**src/fdsec_regs.svh**
```systemverilog
// Register indices, field positions and reset values of the FD status and error block.
`ifndef FDSEC_REGS_SVH
`define FDSEC_REGS_SVH

`define FDSEC_IDX_FD_STATUS 6'h25
`define FDSEC_IDX_DP_ERRCNT 6'h26
`define FDSEC_IDX_MODE 6'h30
`define FDSEC_IDX_FD_CONTROL 6'h31
`define FDSEC_IDX_INT_STATUS 6'h32
`define FDSEC_IDX_INT_ENABLE 6'h33
`define FDSEC_IDX_INT_CLEAR 6'h34

`define FDSEC_STATE_MSB 7
`define FDSEC_STATE_LSB 6
`define FDSEC_BIT_PEE 4
`define FDSEC_BIT_STUFF 3
`define FDSEC_BIT_FORM 2
`define FDSEC_BIT_CRC 1
`define FDSEC_BIT_BITERR 0
`define FDSEC_BIT_DPINC 5
`define FDSEC_NUM_FLAGS 5
`define FDSEC_NUM_INTS 6

`define FDSEC_BIT_RSTMODE 0
`define FDSEC_BIT_FDEN 0

`define FDSEC_RST_FD_STATUS 8'h00
`define FDSEC_RST_DP_ERRCNT 8'h00
`define FDSEC_RST_MODE 1'b1
`define FDSEC_RST_FDEN 1'b0
`define FDSEC_CNT_MAX 8'hff

`endif

```
**src/fdsec_pkg.sv**
```systemverilog
// Types shared by the FD status and error block.
package fdsec_pkg;

  typedef enum logic [1:0] {
    FDSEC_ST_INTEGRATING = 2'b00,
    FDSEC_ST_IDLE = 2'b01,
    FDSEC_ST_RECEIVER = 2'b10,
    FDSEC_ST_TRANSMITTER = 2'b11
  } fdsec_opstate_e;

  typedef enum logic {
    FDSEC_BUS_WAIT = 1'b0,
    FDSEC_BUS_ACK = 1'b1
  } fdsec_bus_e;

endpackage

```
**src/fdsec_dperr_cnt.sv**
```systemverilog
// Saturating eight-bit data-phase error counter.
`timescale 1ns/10ps
`default_nettype none
`include "fdsec_regs.svh"

module fdsec_dperr_cnt (
  input wire logic clk,
  input wire logic nrst,
  input wire logic clr,
  input wire logic inc,
  output logic [7:0] count
);

  logic [7:0] count_ff;

  always_ff @(posedge clk or negedge nrst) begin
    if (!nrst) begin
      count_ff <= `FDSEC_RST_DP_ERRCNT;
    end else if (clr) begin
      count_ff <= `FDSEC_RST_DP_ERRCNT;
    end else if (inc && (count_ff != `FDSEC_CNT_MAX)) begin
      count_ff <= count_ff + 8'h01;
    end
  end

  assign count = count_ff;

endmodule
`default_nettype wire

```
**src/fdsec_top.sv**
```systemverilog
// FD protocol status flags, data-phase error count and their Avalon-MM register slave.
`timescale 1ns/10ps
`default_nettype none
`include "fdsec_regs.svh"

// Function
// - Report protocol operating state in two bits: integrating, idle, receiver, transmitter.
// - Set protocol exception flag on recessive reserved bit, only while FD enabled.
// - Set stuff error flag on data-phase stuffing violation in switched-rate FD frames.
// - Set CRC error flag when computed and received CRC differ, FD mode only.
// - Set bit error flag when sent and monitored bit differ, FD mode only.
// - Count each data-phase error of transmitter or receiver in eight bits, FD mode only.
// - The error counter stops at 255 and never wraps.
// - Reset mode clears the data-phase error counter to zero.
// - FD enable selects classic or FD format and changes only in reset mode.
module fdsec_top
  import fdsec_pkg::*;
(
  input wire logic clk,
  input wire logic nrst,
  input wire logic [7:0] avs_address,
  input wire logic avs_read,
  input wire logic avs_write,
  input wire logic [31:0] avs_writedata,
  input wire logic [3:0] avs_byteenable,
  output logic [31:0] avs_readdata,
  output logic avs_waitrequest,
  input wire logic [1:0] op_state,
  input wire logic evt_res_recessive,
  input wire logic evt_stuff_err,
  input wire logic frame_brs,
  input wire logic evt_form_err,
  input wire logic evt_crc_err,
  input wire logic evt_bit_err,
  input wire logic evt_dp_err,
  output logic fd_enable,
  output logic reset_mode,
  output logic irq
);

  fdsec_bus_e bus_state_ff;
  fdsec_bus_e nxt_bus_state;
  logic waitrequest_ff;
  logic [31:0] readdata_ff;
  logic [31:0] nxt_readdata;
  logic reset_mode_ff;
  logic fd_enable_ff;
  logic [1:0] op_state_ff;
  logic [`FDSEC_NUM_FLAGS-1:0] flags_ff;
  logic [`FDSEC_NUM_INTS-1:0] int_status_ff;
  logic [`FDSEC_NUM_INTS-1:0] int_enable_ff;
  logic irq_ff;
  logic [7:0] dp_count;
  logic req;
  logic wr_accept;
  logic addr_ok;
  logic [5:0] idx;
  logic fd_active;
  logic dp_inc;
  logic [`FDSEC_NUM_FLAGS-1:0] flag_evt;
  logic [`FDSEC_NUM_INTS-1:0] int_evt;
  logic [`FDSEC_NUM_INTS-1:0] int_clr;
  logic [7:0] status_byte;

  assign req = avs_read || avs_write;
  assign idx = avs_address[7:2];
  assign addr_ok = (avs_address[1:0] == 2'b00);
  // A write takes effect only at the edge where waitrequest is seen low.
  assign wr_accept = avs_write && (bus_state_ff == FDSEC_BUS_ACK) && avs_byteenable[0] &&
                     addr_ok;

  // Flags are only set while FD frames are enabled and the controller is running.
  assign fd_active = fd_enable_ff && !reset_mode_ff;
  assign flag_evt[`FDSEC_BIT_PEE] = evt_res_recessive;
  assign flag_evt[`FDSEC_BIT_STUFF] = evt_stuff_err && frame_brs;
  assign flag_evt[`FDSEC_BIT_FORM] = evt_form_err;
  assign flag_evt[`FDSEC_BIT_CRC] = evt_crc_err;
  assign flag_evt[`FDSEC_BIT_BITERR] = evt_bit_err;
  assign dp_inc = fd_active && evt_dp_err;

  assign status_byte = {op_state_ff, 1'b0, flags_ff};

  // Bus handshake: one wait cycle, then a single acknowledge cycle.
  always_comb begin
    nxt_bus_state = bus_state_ff;
    unique case (bus_state_ff)
      FDSEC_BUS_WAIT: begin
        if (req) begin
          nxt_bus_state = FDSEC_BUS_ACK;
        end
      end
      FDSEC_BUS_ACK: begin
        nxt_bus_state = FDSEC_BUS_WAIT;
      end
    endcase
  end

  always_ff @(posedge clk or negedge nrst) begin
    if (!nrst) begin
      bus_state_ff <= FDSEC_BUS_WAIT;
    end else begin
      bus_state_ff <= nxt_bus_state;
    end
  end

  // Waitrequest has its own flop so that the bus never sees decode glitches.
  always_ff @(posedge clk or negedge nrst) begin
    if (!nrst) begin
      waitrequest_ff <= 1'b1;
    end else begin
      waitrequest_ff <= (nxt_bus_state != FDSEC_BUS_ACK);
    end
  end

  always_comb begin
    nxt_readdata = 32'h0000_0000;
    if (addr_ok) begin
      unique case (idx)
        `FDSEC_IDX_FD_STATUS: nxt_readdata[7:0] = status_byte;
        `FDSEC_IDX_DP_ERRCNT: nxt_readdata[7:0] = dp_count;
        `FDSEC_IDX_MODE: nxt_readdata[`FDSEC_BIT_RSTMODE] = reset_mode_ff;
        `FDSEC_IDX_FD_CONTROL: nxt_readdata[`FDSEC_BIT_FDEN] = fd_enable_ff;
        `FDSEC_IDX_INT_STATUS: nxt_readdata[`FDSEC_NUM_INTS-1:0] = int_status_ff;
        `FDSEC_IDX_INT_ENABLE: nxt_readdata[`FDSEC_NUM_INTS-1:0] = int_enable_ff;
        default: nxt_readdata = 32'h0000_0000;
      endcase
    end
  end

  always_ff @(posedge clk or negedge nrst) begin
    if (!nrst) begin
      readdata_ff <= 32'h0000_0000;
    end else if (avs_read && (bus_state_ff == FDSEC_BUS_WAIT)) begin
      readdata_ff <= nxt_readdata;
    end
  end

  always_ff @(posedge clk or negedge nrst) begin
    if (!nrst) begin
      reset_mode_ff <= `FDSEC_RST_MODE;
    end else if (wr_accept && (idx == `FDSEC_IDX_MODE)) begin
      reset_mode_ff <= avs_writedata[`FDSEC_BIT_RSTMODE];
    end
  end

  // The format may only change while the protocol engine is held in reset mode.
  always_ff @(posedge clk or negedge nrst) begin
    if (!nrst) begin
      fd_enable_ff <= `FDSEC_RST_FDEN;
    end else if (wr_accept && (idx == `FDSEC_IDX_FD_CONTROL) && reset_mode_ff) begin
      fd_enable_ff <= avs_writedata[`FDSEC_BIT_FDEN];
    end
  end

  always_ff @(posedge clk or negedge nrst) begin
    if (!nrst) begin
      op_state_ff <= FDSEC_ST_INTEGRATING;
    end else begin
      op_state_ff <= op_state;
    end
  end

  // Status flags are sticky; no software write reaches them, only reset mode does.
  genvar gi;
  generate
    for (gi = 0; gi < `FDSEC_NUM_FLAGS; gi++) begin : g_flag
      always_ff @(posedge clk or negedge nrst) begin
        if (!nrst) begin
          flags_ff[gi] <= 1'b0;
        end else if (reset_mode_ff) begin
          flags_ff[gi] <= 1'b0;
        end else if (fd_enable_ff && flag_evt[gi]) begin
          flags_ff[gi] <= 1'b1;
        end
      end
    end
  endgenerate

  fdsec_dperr_cnt u_dperr_cnt (
    .clk(clk),
    .nrst(nrst),
    .clr(reset_mode_ff),
    .inc(dp_inc),
    .count(dp_count)
  );

  assign int_evt = {dp_inc, flag_evt & {`FDSEC_NUM_FLAGS{fd_active}}};
  assign int_clr = (wr_accept && (idx == `FDSEC_IDX_INT_CLEAR)) ?
                   avs_writedata[`FDSEC_NUM_INTS-1:0] : {`FDSEC_NUM_INTS{1'b0}};

  // A new event in the clearing cycle survives the clear.
  always_ff @(posedge clk or negedge nrst) begin
    if (!nrst) begin
      int_status_ff <= {`FDSEC_NUM_INTS{1'b0}};
    end else begin
      int_status_ff <= (int_status_ff & ~int_clr) | int_evt;
    end
  end

  always_ff @(posedge clk or negedge nrst) begin
    if (!nrst) begin
      int_enable_ff <= {`FDSEC_NUM_INTS{1'b0}};
    end else if (wr_accept && (idx == `FDSEC_IDX_INT_ENABLE)) begin
      int_enable_ff <= avs_writedata[`FDSEC_NUM_INTS-1:0];
    end
  end

  // Registered to keep the output glitch free; it lags the status by one cycle.
  always_ff @(posedge clk or negedge nrst) begin
    if (!nrst) begin
      irq_ff <= 1'b0;
    end else begin
      irq_ff <= |(int_status_ff & int_enable_ff);
    end
  end

  assign avs_readdata = readdata_ff;
  assign avs_waitrequest = waitrequest_ff;
  assign fd_enable = fd_enable_ff;
  assign reset_mode = reset_mode_ff;
  assign irq = irq_ff;

  state_field_a: assert property (
    @(posedge clk) disable iff (!nrst)
    1'b1 |=> status_byte[`FDSEC_STATE_MSB:`FDSEC_STATE_LSB] == $past(op_state))
    else $error("State field does not follow the engine state.");

  pee_flag_a: assert property (
    @(posedge clk) disable iff (!nrst)
    (fd_active && evt_res_recessive) |=> flags_ff[`FDSEC_BIT_PEE] ##1
    (reset_mode_ff || flags_ff[`FDSEC_BIT_PEE]))
    else $error("Protocol exception flag not set or not held.");

  classic_hold_a: assert property (
    @(posedge clk) disable iff (!nrst)
    (!fd_enable_ff && !reset_mode_ff) |=> $stable(flags_ff))
    else $error("Flags changed while classic format is selected.");

  stuff_flag_a: assert property (
    @(posedge clk) disable iff (!nrst)
    (fd_active && evt_stuff_err && frame_brs) |=> flags_ff[`FDSEC_BIT_STUFF])
    else $error("Stuff error flag not set.");

  stuff_nobrs_a: assert property (
    @(posedge clk) disable iff (!nrst)
    (!flags_ff[`FDSEC_BIT_STUFF] && !frame_brs) |=> !flags_ff[`FDSEC_BIT_STUFF])
    else $error("Stuff error flag set without rate switching.");

  crc_flag_a: assert property (
    @(posedge clk) disable iff (!nrst)
    (fd_active && evt_crc_err) |=> flags_ff[`FDSEC_BIT_CRC])
    else $error("CRC error flag not set.");

  bit_flag_a: assert property (
    @(posedge clk) disable iff (!nrst)
    (fd_active && evt_bit_err) |=> flags_ff[`FDSEC_BIT_BITERR])
    else $error("Bit error flag not set.");

  form_flag_a: assert property (
    @(posedge clk) disable iff (!nrst)
    (fd_active && evt_form_err) |=> flags_ff[`FDSEC_BIT_FORM])
    else $error("Form error flag not set.");

  count_step_a: assert property (
    @(posedge clk) disable iff (!nrst)
    (dp_inc && !reset_mode_ff && dp_count != `FDSEC_CNT_MAX) |=>
    dp_count == $past(dp_count) + 8'h01)
    else $error("Error counter did not step by one.");

  count_sat_a: assert property (
    @(posedge clk) disable iff (!nrst)
    (dp_count == `FDSEC_CNT_MAX && !reset_mode_ff) |=> dp_count == `FDSEC_CNT_MAX)
    else $error("Error counter left its ceiling.");

  count_clear_a: assert property (
    @(posedge clk) disable iff (!nrst)
    reset_mode_ff |=> dp_count == 8'h00 && flags_ff == {`FDSEC_NUM_FLAGS{1'b0}})
    else $error("Reset mode did not clear counter and flags.");

  fden_lock_a: assert property (
    @(posedge clk) disable iff (!nrst)
    !reset_mode_ff |=> $stable(fd_enable_ff))
    else $error("Format changed outside reset mode.");

  ro_write_a: assert property (
    @(posedge clk) disable iff (!nrst)
    (wr_accept && idx == `FDSEC_IDX_DP_ERRCNT && !reset_mode_ff && !dp_inc) |=>
    $stable(dp_count))
    else $error("Software write altered the error counter.");

  bus_ack_a: assert property (
    @(posedge clk) disable iff (!nrst)
    (req && avs_waitrequest) |=> !avs_waitrequest ##1 avs_waitrequest)
    else $error("Bus acknowledge not given for exactly one cycle.");

endmodule
`default_nettype wire

```
**config.mk**
```make
export PLATFORM = sky130hd
export DESIGN_NAME = fdsec_top
export DESIGN_NICKNAME = d
export VERILOG_FILES = /design/src/fdsec_pkg.sv /design/src/fdsec_dperr_cnt.sv /design/src/fdsec_top.sv
export VERILOG_INCLUDE_DIRS = /design/src
export SDC_FILE = /design/constraint.sdc
export NUM_CORES = 1
export LEC_CHECK = 0
export BUFFER_PORTS_ARGS = -buffer_cell sky130_fd_sc_hd__buf_2
export CAP_MARGIN = 20
export CORE_MARGIN = 2
export CORE_UTILIZATION = 51
export DETAILED_ROUTE_END_ITERATION = 10
export PLACE_DENSITY_LB_ADDON = 0.25
export SKIP_CTS_REPAIR_TIMING = 1
export SLEW_MARGIN = 10
export SYNTH_ARGS = -nofsm -noshare
export SYNTH_HDL_FRONTEND = slang
export SYNTH_SLANG_ARGS = --single-unit
```
**constraint.sdc**
```tcl
create_clock -name clk -period 4.5 [get_ports clk]
set_input_delay 0.9 -clock clk [delete_from_list [all_inputs] [get_ports clk]]
set_output_delay 0.9 -clock clk [all_outputs]
set_load 0.01 [all_outputs]
```
# Word level (Yosys, flattened, before mapping)
# Index checks and enable logic that the tools add are counted.
[classes]
add_sub_neg = 1
eq_ne = 8
mux = 19
bitwise_logic = 7
reduce_logical = 28
[op_table]
columns = ["cell", "n"]
rows = [
  ["6-bit equality test (second input constant)", 7],
  ["8-bit two-way mux", 3],
  ["5-bit one-hot mux with 4 select lines", 1],
  ["1-bit logical AND", 18],
  ["6-bit bitwise AND", 2],
  ["2-bit nonzero test", 6],
  ["1-bit two-way mux", 11],
  ["8-bit by 1-bit adder with 8-bit output (second input constant)", 1],
  ["8-bit != test (second input constant)", 1],
  ["6-bit two-way mux", 1],
  ["6-bit inverter", 1],
  ["6-bit bitwise OR", 1],
  ["1-bit one-hot mux with 6 select lines", 1],
  ["6-bit OR reduction", 1],
  ["5-bit bitwise AND", 1],
  ["2-bit one-hot mux with 2 select lines", 1],
  ["2-bit logical NOT", 1],
  ["1-bit inverter", 2],
  ["1-bit one-hot mux with 2 select lines", 1],
  ["1-bit logical NOT", 1],
  ["1-bit logical OR", 1],
]
[totals]
register_bits = 64
inputBits = 57

# Logic depth before layout (Yosys ltp)
# Gate-level depths: netlist of run 1.
[depth]
depth_word = 8
mapped_depth = 6
mapped_depth_nobuf = 5

# Cells and area by module
# A second synthesis of run 1 with hierarchy kept.
[unflattened]
cells_unflattened = 211
area_unflattened_um2 = 2192.1
[by_module_without_submodules]
columns = ["module", "n_inst", "cells_each", "area_each_um2", "seq_area_each_um2"]
rows = [
  ["fdsec_top", 1, 162, 1727.9, 803.3],
  ["fdsec_dperr_cnt", 1, 49, 464.2, 200.2],
]

# Least setup slack after synthesis of run 1
# OpenSTA, ideal clock, no wires.
[synth_timing]
kind = "input -> register"
start = "input avs_address[4]"
end = "register int_enable_ff[0]"
t_arrival_ns = 2.153
required_ns = 4.375
slack_ns = 2.222
stages = 5
path_cell_list = "and4bb_4 -> nand2_4 -> or4_4 -> buf_6 -> mux2_4"
[synth_via]
elab_chain_len = 2
[synth_rtl]
columns = ["item", "line_no", "rtl"]
rows = [
  ["from (decl)", "fdsec_top.sv:21", "input wire logic [7:0] avs_address,"],
  ["6-bit equality test", "n/a", ""],
  ["1-bit logical AND", "fdsec_top.sv:203", "end else if (wr_accept && (idx == `FDSEC_IDX_INT_ENABLE)) begin"],
  ["to (signal assigned)", "fdsec_top.sv:202", "int_enable_ff <= {`FDSEC_NUM_INTS{1'b0}};"],
  ["to (signal assigned)", "fdsec_top.sv:204", "int_enable_ff <= avs_writedata[`FDSEC_NUM_INTS-1:0];"],
  ["to (decl)", "fdsec_top.sv:51", "logic [`FDSEC_NUM_INTS-1:0] int_enable_ff;"],
]
# Every way passes these cells.
# A chain may end at the register's enable or synchronous reset.

# Worst setup path after layout of run 1
[layout_timing]
start = "input avs_address[4]"
end = "register int_enable_ff[4]"
# The elaborated chain is that of the path after synthesis.

==> metrics.yaml, run 1 <==
floorplanning:
  num_io_pins: 93
  fp.coreArea_mm2: 0.00403
  num_rows: 23
  die_h_um: 69.2
  dieArea_mm2: 0.00478
  die-width_um: 69.2
  floorplan.initialDensity_pct: 53.7
clocking:
  cts_tree: "built"
  cts_num_sinks: 40
  path_clk_slew_ns: 0.08
  cts_buffers: 5
  ctsRootBufferMaster: "clkbuf_8"
  clockBufferDepth: 2
  h-tree-depth: 2
  clk_latency_ns: 0.30
critical_path:
  cp_data_required_time_ns: 4.69
  crit_fanout: 6
  startpoint_type: "input pin"
  path_class: "input pin to flop"
  critPathCaptureType: "flop"
  worst-endpoint-arrival_ns: 2.33
global_route:
  grt_pass1_vias: 1470
  grt_pass1_wl_um: 7560
  antenna_found_initial: 0
  overflow: 0
  grt_max_degree: 41
  grt_usage_pct: 20.4
sta:
  drv_slew: 0
  fin_crit_sh_pct: 47.7
  tightest_slew_ns: 0.872
  fin_tns_setup_ns: 0
  slew_headroom_pct: 41.9
  whs_ns: 0.484
  finalSetupViolations: 0
  finClkSkew_ns: 0.00835
  finalHoldViolations: 0
  grt_setup_unrepaired: "no"
  finalCriticalPeriod_ns: 2.15
  fmax_ghz: 0.465
drt:
  ant_nets: 0
  viasPerCell: 5.52
  wl_per_cell_um: 15.8
  drc: 0
  firstDrtPassIters: 4
  wl_um: 4590
  vias: 1600
  drt_first_iter_violations: 113
pwr:
  max-vdd-ir-drop_mv: 0.216
  internal_power_w: 0.000555
  clkPwrFrac_pct: 39.6
  power_switching_share_pct: 23.7
  combPwrFrac_pct: 8.7
  p_leak_nw: 1.18
  finalPower_w: 0.000727
  p_switching_w: 0.000172
  seq_power_share_pct: 51.7
  p_per_area_mw_per_mm2: 304
logic_synthesis:
  synth_top_area_share_pct: 43.9
  yosys.cell_types.count: 49
  synth.avg_cell_area_um2: 10.6
  ys_top_cells_by_count: "38 x dfrtp_1, 24 x buf_4, 11 x nor2_1"
  syn_inst: 204
  synthFlopType: "dfrtp_1"
  synthTopCellsByArea: "dfrtp_1 44%, buf_4 8.3%, mux2_4 4.2%, a22oi_1 3.5%, nor2b_1 2.9%"
  synth-edff-count: 0
  yosys_register_bits: 40
  synth_most_common_cell: "dfrtp_1"
  syn_area_mm2: 0.00216
  yosysTopAreaCell: "dfrtp_1"
  async_flop_share_pct: 100
  yosysWarnings: 0
  ys_seq_area_share_pct: 46.4
place:
  dp_hpwl_um: 3440
  dpl_cell_area_mm2: 0.00228
  gp_congestion: 0.826
  dp.cells: 282
  io_buffers: 39
run_status:
  outcome: "completed"
layout:
  area_growth_syn_to_layout_pct: 10.3
  drive_gt1_share_pct: 25.8
  final_area_mm2: 0.00239
  finalNonFillerCells: 290
  finalNetCount: 297
  antenna_cells: 0
flow_run:
  maxCapViolCount: 0
hold_path:
  hp-class: "flop to flop"
==> per-stage QoR <==
stage	utilization (%)	worst slack, ns
after floorplan	-	2.22
after global placement	56.6	2.06
after detailed placement	56.6	2.04
after CTS	59.3	2.35
after global routing	59.3	2.21
final	59.3	2.35
==> final timing paths <==
check / depth (start not counted) / startpoint / slack (ns) / endpoint
max in group asynchronous: 1 / nrst / 3.23 / avs_readdata[3]
worst min-delay path: 2 / avs_readdata[7] / 0.48 / avs_readdata[7]
worst max-delay path: 5 / avs_address[4] / 2.35 / int_enable_ff[4]
worst max register to register: 4 / fd_enable / 2.59 / u_dperr_cnt.count[6]
min in group asynchronous: 1 / nrst / 0.72 / u_dperr_cnt.count[3]
worst min register to register: 2 / avs_readdata[7] / 0.48 / avs_readdata[7]
==> power by group through the flow <==
stage	combinational [W]	sequential, W	clock (W)
global route	0.0000715	0.000376	0.000313
CTS	0.0000633	0.000375	0.000293
floorplan	0.0000493	0.000381	0
global placement	0.0000625	0.000382	0
finish	0.0000631	0.000376	0.000288
detailed placement	0.0000632	0.000382	0
==> sequential cells by signal (all words and copies together), names as in the netlist <==
signal and count:
avs_readdata 8, int_status_ff 6, reset_mode 1, flags_ff 5, u_dperr_cnt.count 8, bus_state_ff 1, irq 1, avs_waitrequest 1
op_state_ff 2, int_enable_ff 6, fd_enable 1
==> cells by family (layout without fill, tap and decap cells) <==
logic type                 count (synthesis)  in the layout  share of synthesized area [%]
AOI/OAI and AO/OA                         47             47                           15.8
xor gates and xnor gates                   4              4                           1.62
adders and majority gates                  1              1                          0.578
buffers and inverters                     40             53                           11.6
DFF                                       40             40                           46.4
muxes                                     15             15                           9.02
other                                      1             24                          0.173
and+or+nand+nor                           56             56                           14.9
==> placed cells by master, fill, tap and decap left out, drive strengths merged, types with 3 or more instances in the layout <==
master,Yosys,final
nand4,3,3
nand2,11,11
nor2,11,11
mux2,8,8
a221o,4,4
o31ai,3,3
nor2b,10,10
a22oi,10,10
xnor2,3,3
o22ai,5,5
a22o,6,6
nand3,5,5
a21oi,7,7
mux2i,6,6
conb,1,24
o21ai,3,3
inv,6,6
dfrtp,38,38
buf,27,39
clkbuf,7,6
==> routing by layer <==
layer | share of wire (%) | global-route usage, % | vias up
met5 | 0 | 0 | -
met4 | 0.83 | 6.54 | 0
met3 | 6.0 | 6.43 | 6
met2 | 46 | 29.6 | 58
met1 | 47 | 29.1 | 776
li1 | - | - | 760
==> layout make-up <==
| type | instances | area [um^2] |
|---|---|---|
| well taps | 50 | 62.6 |
| clock inverters | 2 | 35.0 |
| flip-flops and latches | 40 | 1000 |
| fillers | 368 | 1640 |
| clock buffers | 6 | 72.6 |
| multi-input cells | 147 | 997 |
| inverters | 6 | 22.5 |
| repair buffers | 39 | 195 |
==> worst max-delay path, cell delays in order <==
cell	delay, ns
buf_2	0.12
and4bb_4	0.37
nand2_4	0.08
or4_4	0.52
mux2_4	0.34
No activity file was read; power rests on OpenSTA's default activity.
==> run 2, diff against run 1 <==
Settings changed: CORE_UTILIZATION 51 to 43.
Clock period 4.5 ns to 1.95 ns, I/O delays scaled along.
==> run 2 against run 1 <==
Effect of this change:
- die area up 17%
- critical path type is now flop to flop
- critical path depth unchanged
- register-to-register slack worse by 2.4 ns
- largest power group unchanged
- via count up 1.7%
- core utilization down 7.0 points
- highest routed layer unchanged
==> metrics.yaml, run 2 (synthesis results as in run 1) <==
layout:
  antenna_cells: 0
  finalNetCount: 311
  layout_commonest_cell: "buf_2"
  area_growth_syn_to_layout_pct: 15.5
  finalNonFillerCells: 321
  final_area_mm2: 0.00250
  drive_gt1_share_pct: 29.5
  final_cell_mix: "39 x buf_2, 38 x dfrtp_1, 24 x conb_1, 13 x buf_4, 11 x nor2_1"
global_route:
  grt_pass1_wl_um: 7240
  overflow: 0
  grt_usage_pct: 17.6
  grt_pass1_vias: 1478
  grt_max_degree: 41
  antenna_found_initial: 0
sta:
  finalCriticalPeriod_ns: 1.76
  grt_setup_unrepaired: "no"
  fmax_ghz: 0.567
  finalSetupViolations: 0
  finClkSkew_ns: 0.00802
  fin_crit_sh_pct: 90.4
  drv_slew: 0
  fin_tns_setup_ns: 0
  finalHoldViolations: 0
  slew_headroom_pct: 63.0
  tightest_slew_ns: 0.541
pwr:
  finalPower_w: 0.00156
  p_leak_nw: 1.24
  p_per_area_mw_per_mm2: 623
  max-vdd-ir-drop_mv: 0.425
clocking:
  ctsRootBufferMaster: "clkbuf_8"
  cts_tree: "built"
  cts_buffers: 5
  clockBufferDepth: 2
  path_clk_slew_ns: 0.07
  h-tree-depth: 2
  cts_num_sinks: 40
  clk_latency_ns: 0.30
flow_run:
  maxCapViolCount: 0
floorplanning:
  floorplan.initialDensity_pct: 45.2
  fp.coreArea_mm2: 0.00479
  die_h_um: 75.0
  num_rows: 25
  dieArea_mm2: 0.00562
  num_io_pins: 93
  die-width_um: 75.0
place:
  gp_congestion: 0.829
  dp_hpwl_um: 3490
  io_buffers: 39
  dp.cells: 313
  dpl_cell_area_mm2: 0.00242
critical_path:
  worst-endpoint-arrival_ns: 1.95
  ff2ff_path_depth: 5
  critPathCaptureType: "flop"
  reg2reg_from: "u_dperr_cnt.count[0]"
  crit_fanout: 4
  startpoint_type: "flop"
  ff2ff_setup_slack_ns: 0.19
  path_class: "flop to flop"
  cp_data_required_time_ns: 2.13
  timing.rr.end: "u_dperr_cnt.count[5]"
drt:
  wl_um: 4550
  vias: 1627
  drc: 0
  drt_first_iter_violations: 102
  ant_nets: 0
  viasPerCell: 5.07
  firstDrtPassIters: 4
  wl_per_cell_um: 14.2
run_status:
  outcome: "completed"
hold_path:
  hp-class: "input pin to asynchronous set/reset pin"
==> run 2: changes by cell type in the layout (fill, tap and decap cells not counted) <==
cell,change
buf_12,+1
bufinv_16,-1
clkbuf_1,+1
buf_4,+13
==> run 2: final cells by class <==
| type | count | area [um^2] |
|---|---|---|
| fillers | 462 | 2280 |
| flip-flops and latches | 40 | 1000 |
| multi-input cells | 147 | 997 |
| repair buffers | 53 | 313 |
| well taps | 67 | 83.8 |
| clock buffers | 7 | 76.3 |
| inverters | 6 | 22.5 |
| clock inverters | 1 | 5.00 |
==> run 2: worst max-delay path by stage <==
stage                                 to  slack [ns]  cells past startpoint                 start
floorplan               int_enable_ff[0]        0.18                      5        avs_address[4]
global placement        int_enable_ff[0]        0.06                      5        avs_address[4]
detailed placement      int_enable_ff[4]        0.05                      5        avs_address[4]
CTS                 u_dperr_cnt.count[5]        0.17                      5  u_dperr_cnt.count[0]
global route        u_dperr_cnt.count[5]        0.07                      5  u_dperr_cnt.count[0]
finish              u_dperr_cnt.count[5]        0.19                      5  u_dperr_cnt.count[0]
==> run 2: worst max-delay path, stage by stage, from the launching register on <==
cell,delay [ns]
dfrtp_1,0.43
ha_1,0.26
and2_1,0.17
a2111oi_0,0.55
xnor2_1,0.18
nor2_1,0.06
==> run 2: report_power, final <==
group          switching (W)  total (W)  internal, W
Combinational      0.0000962   0.000163    0.0000666
Clock               0.000280   0.000531     0.000251
Sequential         0.0000170   0.000865     0.000848
==> run 2: metal layers <==
layer | global-route usage [%] | share of wire [%]
met2 | 26.2 | 45
met3 | 4.02 | 5.1
met1 | 24.9 | 48
met5 | 0 | 0
met4 | 7.14 | 1.5
==> run 2: metrics by stage <==
step	hold WS [ns]	utilization (%)	setup slack [ns]
detailed placement	0.378	50.6	0.0501
CTS	0.0545	52.3	0.168
global placement	0.375	50.6	0.0601
finish	0.0407	52.3	0.187
floorplan	0.0944	-	0.182
global route	0.0578	52.3	0.0670
==> run 3, diff against run 2 <==
Settings changed: PLACE_DENSITY set to 0.83, PLACE_DENSITY_LB_ADDON 0.25 to not set.
==> run 3 against run 2 <==
Effect of this change:
- wire length up 1.4%
- sequential share of layout area about the same
- via count is 1.3% higher
- clock power increased by 25%
- die area unchanged
- flip-flop and latch count stayed put
- hold slack improved by 0.097 ns
- critical path type unchanged
- final area is essentially flat
- global-route usage grew 0.39 points
- sequential power about the same
==> metrics.yaml, run 3 (synthesis results as in run 1) <==
critical_path:
  timing.rr.end: "u_dperr_cnt.count[5]"
  cp-startpoint: "u_dperr_cnt.count[0]"
  crit_fanout: 4
  ff2ff_path_depth: 5
  critPathCaptureType: "flop"
  ff2ff_setup_slack_ns: 0.23
  worst-endpoint-arrival_ns: 1.91
  reg2reg_from: "u_dperr_cnt.count[0]"
  startpoint_type: "flop"
  cp_data_required_time_ns: 2.14
  path_class: "flop to flop"
floorplanning:
  die-width_um: 75.0
  floorplan.initialDensity_pct: 45.2
  die_h_um: 75.0
  dieArea_mm2: 0.00562
  num_rows: 25
  fp.coreArea_mm2: 0.00479
  num_io_pins: 93
sta:
  whs_ns: 0.138
  grt_setup_unrepaired: "no"
  fmax_ghz: 0.581
  finalHoldViolations: 0
  fin_tns_setup_ns: 0
  finClkSkew_ns: 0.00681
  finalSetupViolations: 0
  fin_crit_sh_pct: 88.2
  drv_slew: 0
  tightest_slew_ns: 0.499
  slew_headroom_pct: 65.9
  finalCriticalPeriod_ns: 1.72
clocking:
  cts_tree: "built"
  ctsRootBufferMaster: "clkbuf_8"
  h-tree-depth: 2
  path_clk_slew_ns: 0.08
  cts_num_sinks: 40
  clk_latency_ns: 0.30
  cts_buffers: 5
  clockBufferDepth: 2
pwr:
  clkPwrFrac_pct: 39.4
  p_leak_nw: 1.24
  power_switching_share_pct: 23.6
  p_per_area_mw_per_mm2: 676
  max-vdd-ir-drop_mv: 0.371
  p_switching_w: 0.000399
  finalPower_w: 0.00169
  internal_power_w: 0.00129
  seq_power_share_pct: 51.1
  combPwrFrac_pct: 9.5
drt:
  ant_nets: 0
  dr_wl_met3_um: 266
  wl_per_cell_um: 14.4
  top_layer: "met4"
  firstDrtPassIters: 4
  vias: 1648
  drc: 0
  drt_first_iter_violations: 113
  wl_um: 4610
  viasPerCell: 5.17
  wl_met1_um: 2190
  wl_met2_um: 2100
place:
  dpl_cell_area_mm2: 0.00239
  io_buffers: 39
  gp_congestion: 0.801
  dp_hpwl_um: 3590
global_route:
  grt_pass1_vias: 1593
  overflow: 0
  grt_usage_pct: 18.0
  antenna_found_initial: 0
  grt_max_degree: 41
  grt_pass1_wl_um: 7560
flow_run:
  maxCapViolCount: 0
layout:
  layout_commonest_cell: "buf_2"
  drive_gt1_share_pct: 29.4
  antenna_cells: 0
  final_area_mm2: 0.00250
  finalNetCount: 309
  area_growth_syn_to_layout_pct: 15.5
  fin_util_pct: 52.2
  final_cell_mix: "39 x buf_2, 38 x dfrtp_1, 24 x conb_1, 12 x buf_4, 11 x nor2_1"
run_status:
  outcome: "completed"
hold_path:
  hp-class: "input pin to asynchronous set/reset pin"
[run 3: critical path, stage by stage (launching register included)]
cell and delay [ns]:
dfrtp_1 0.43, ha_1 0.26, and2_1 0.17, a2111oi_0 0.52
xnor2_1 0.18, nor2_1 0.06
[run 3: power groups by stage]
stage	clock network [W]	registers (W)	logic, W
5_1_grt	0.000708	0.000867	0.000179
3_3_place_gp	0	0.000879	0.000155
2_1_floorplan	0	0.000878	0.000114
6_report	0.000666	0.000863	0.000160
4_1_cts	0.000671	0.000864	0.000160
3_5_place_dp	0	0.000880	0.000159
[run 3: final cells by class]
type	count	area (um^2)
clock inverters	2	35.0
multi-input cells	147	997
repair buffers	51	285
clock buffers	6	72.6
fillers	451	2290
well taps	67	83.8
inverters	6	22.5
flip-flops and latches	40	1000
[run 3: metrics by stage]
stage	cells	setup WS (ns)
CTS	319	0.221
finish	319	0.230
global route	319	0.104
floorplan	227	0.182
global placement	311	0.0579
detailed placement	311	0.0515
[run 3: worst max path at each step]
| stage | endpoint | cells past startpoint |
|---|---|---|
| after floorplan | int_enable_ff[0] | 5 |
| after global placement | int_enable_ff[1] | 5 |
| after detailed placement | int_enable_ff[0] | 5 |
| after CTS | u_dperr_cnt.count[5] | 5 |
| after global routing | u_dperr_cnt.count[5] | 5 |
| final | u_dperr_cnt.count[5] | 5 |
[run 3: per-layer routing]
layer | vias up | track usage (%)
li1 | 789 | -
met1 | 793 | 24.7
met2 | 61 | 28.0
met3 | 5 | 3.88
met4 | 0 | 6.94
met5 | - | 0
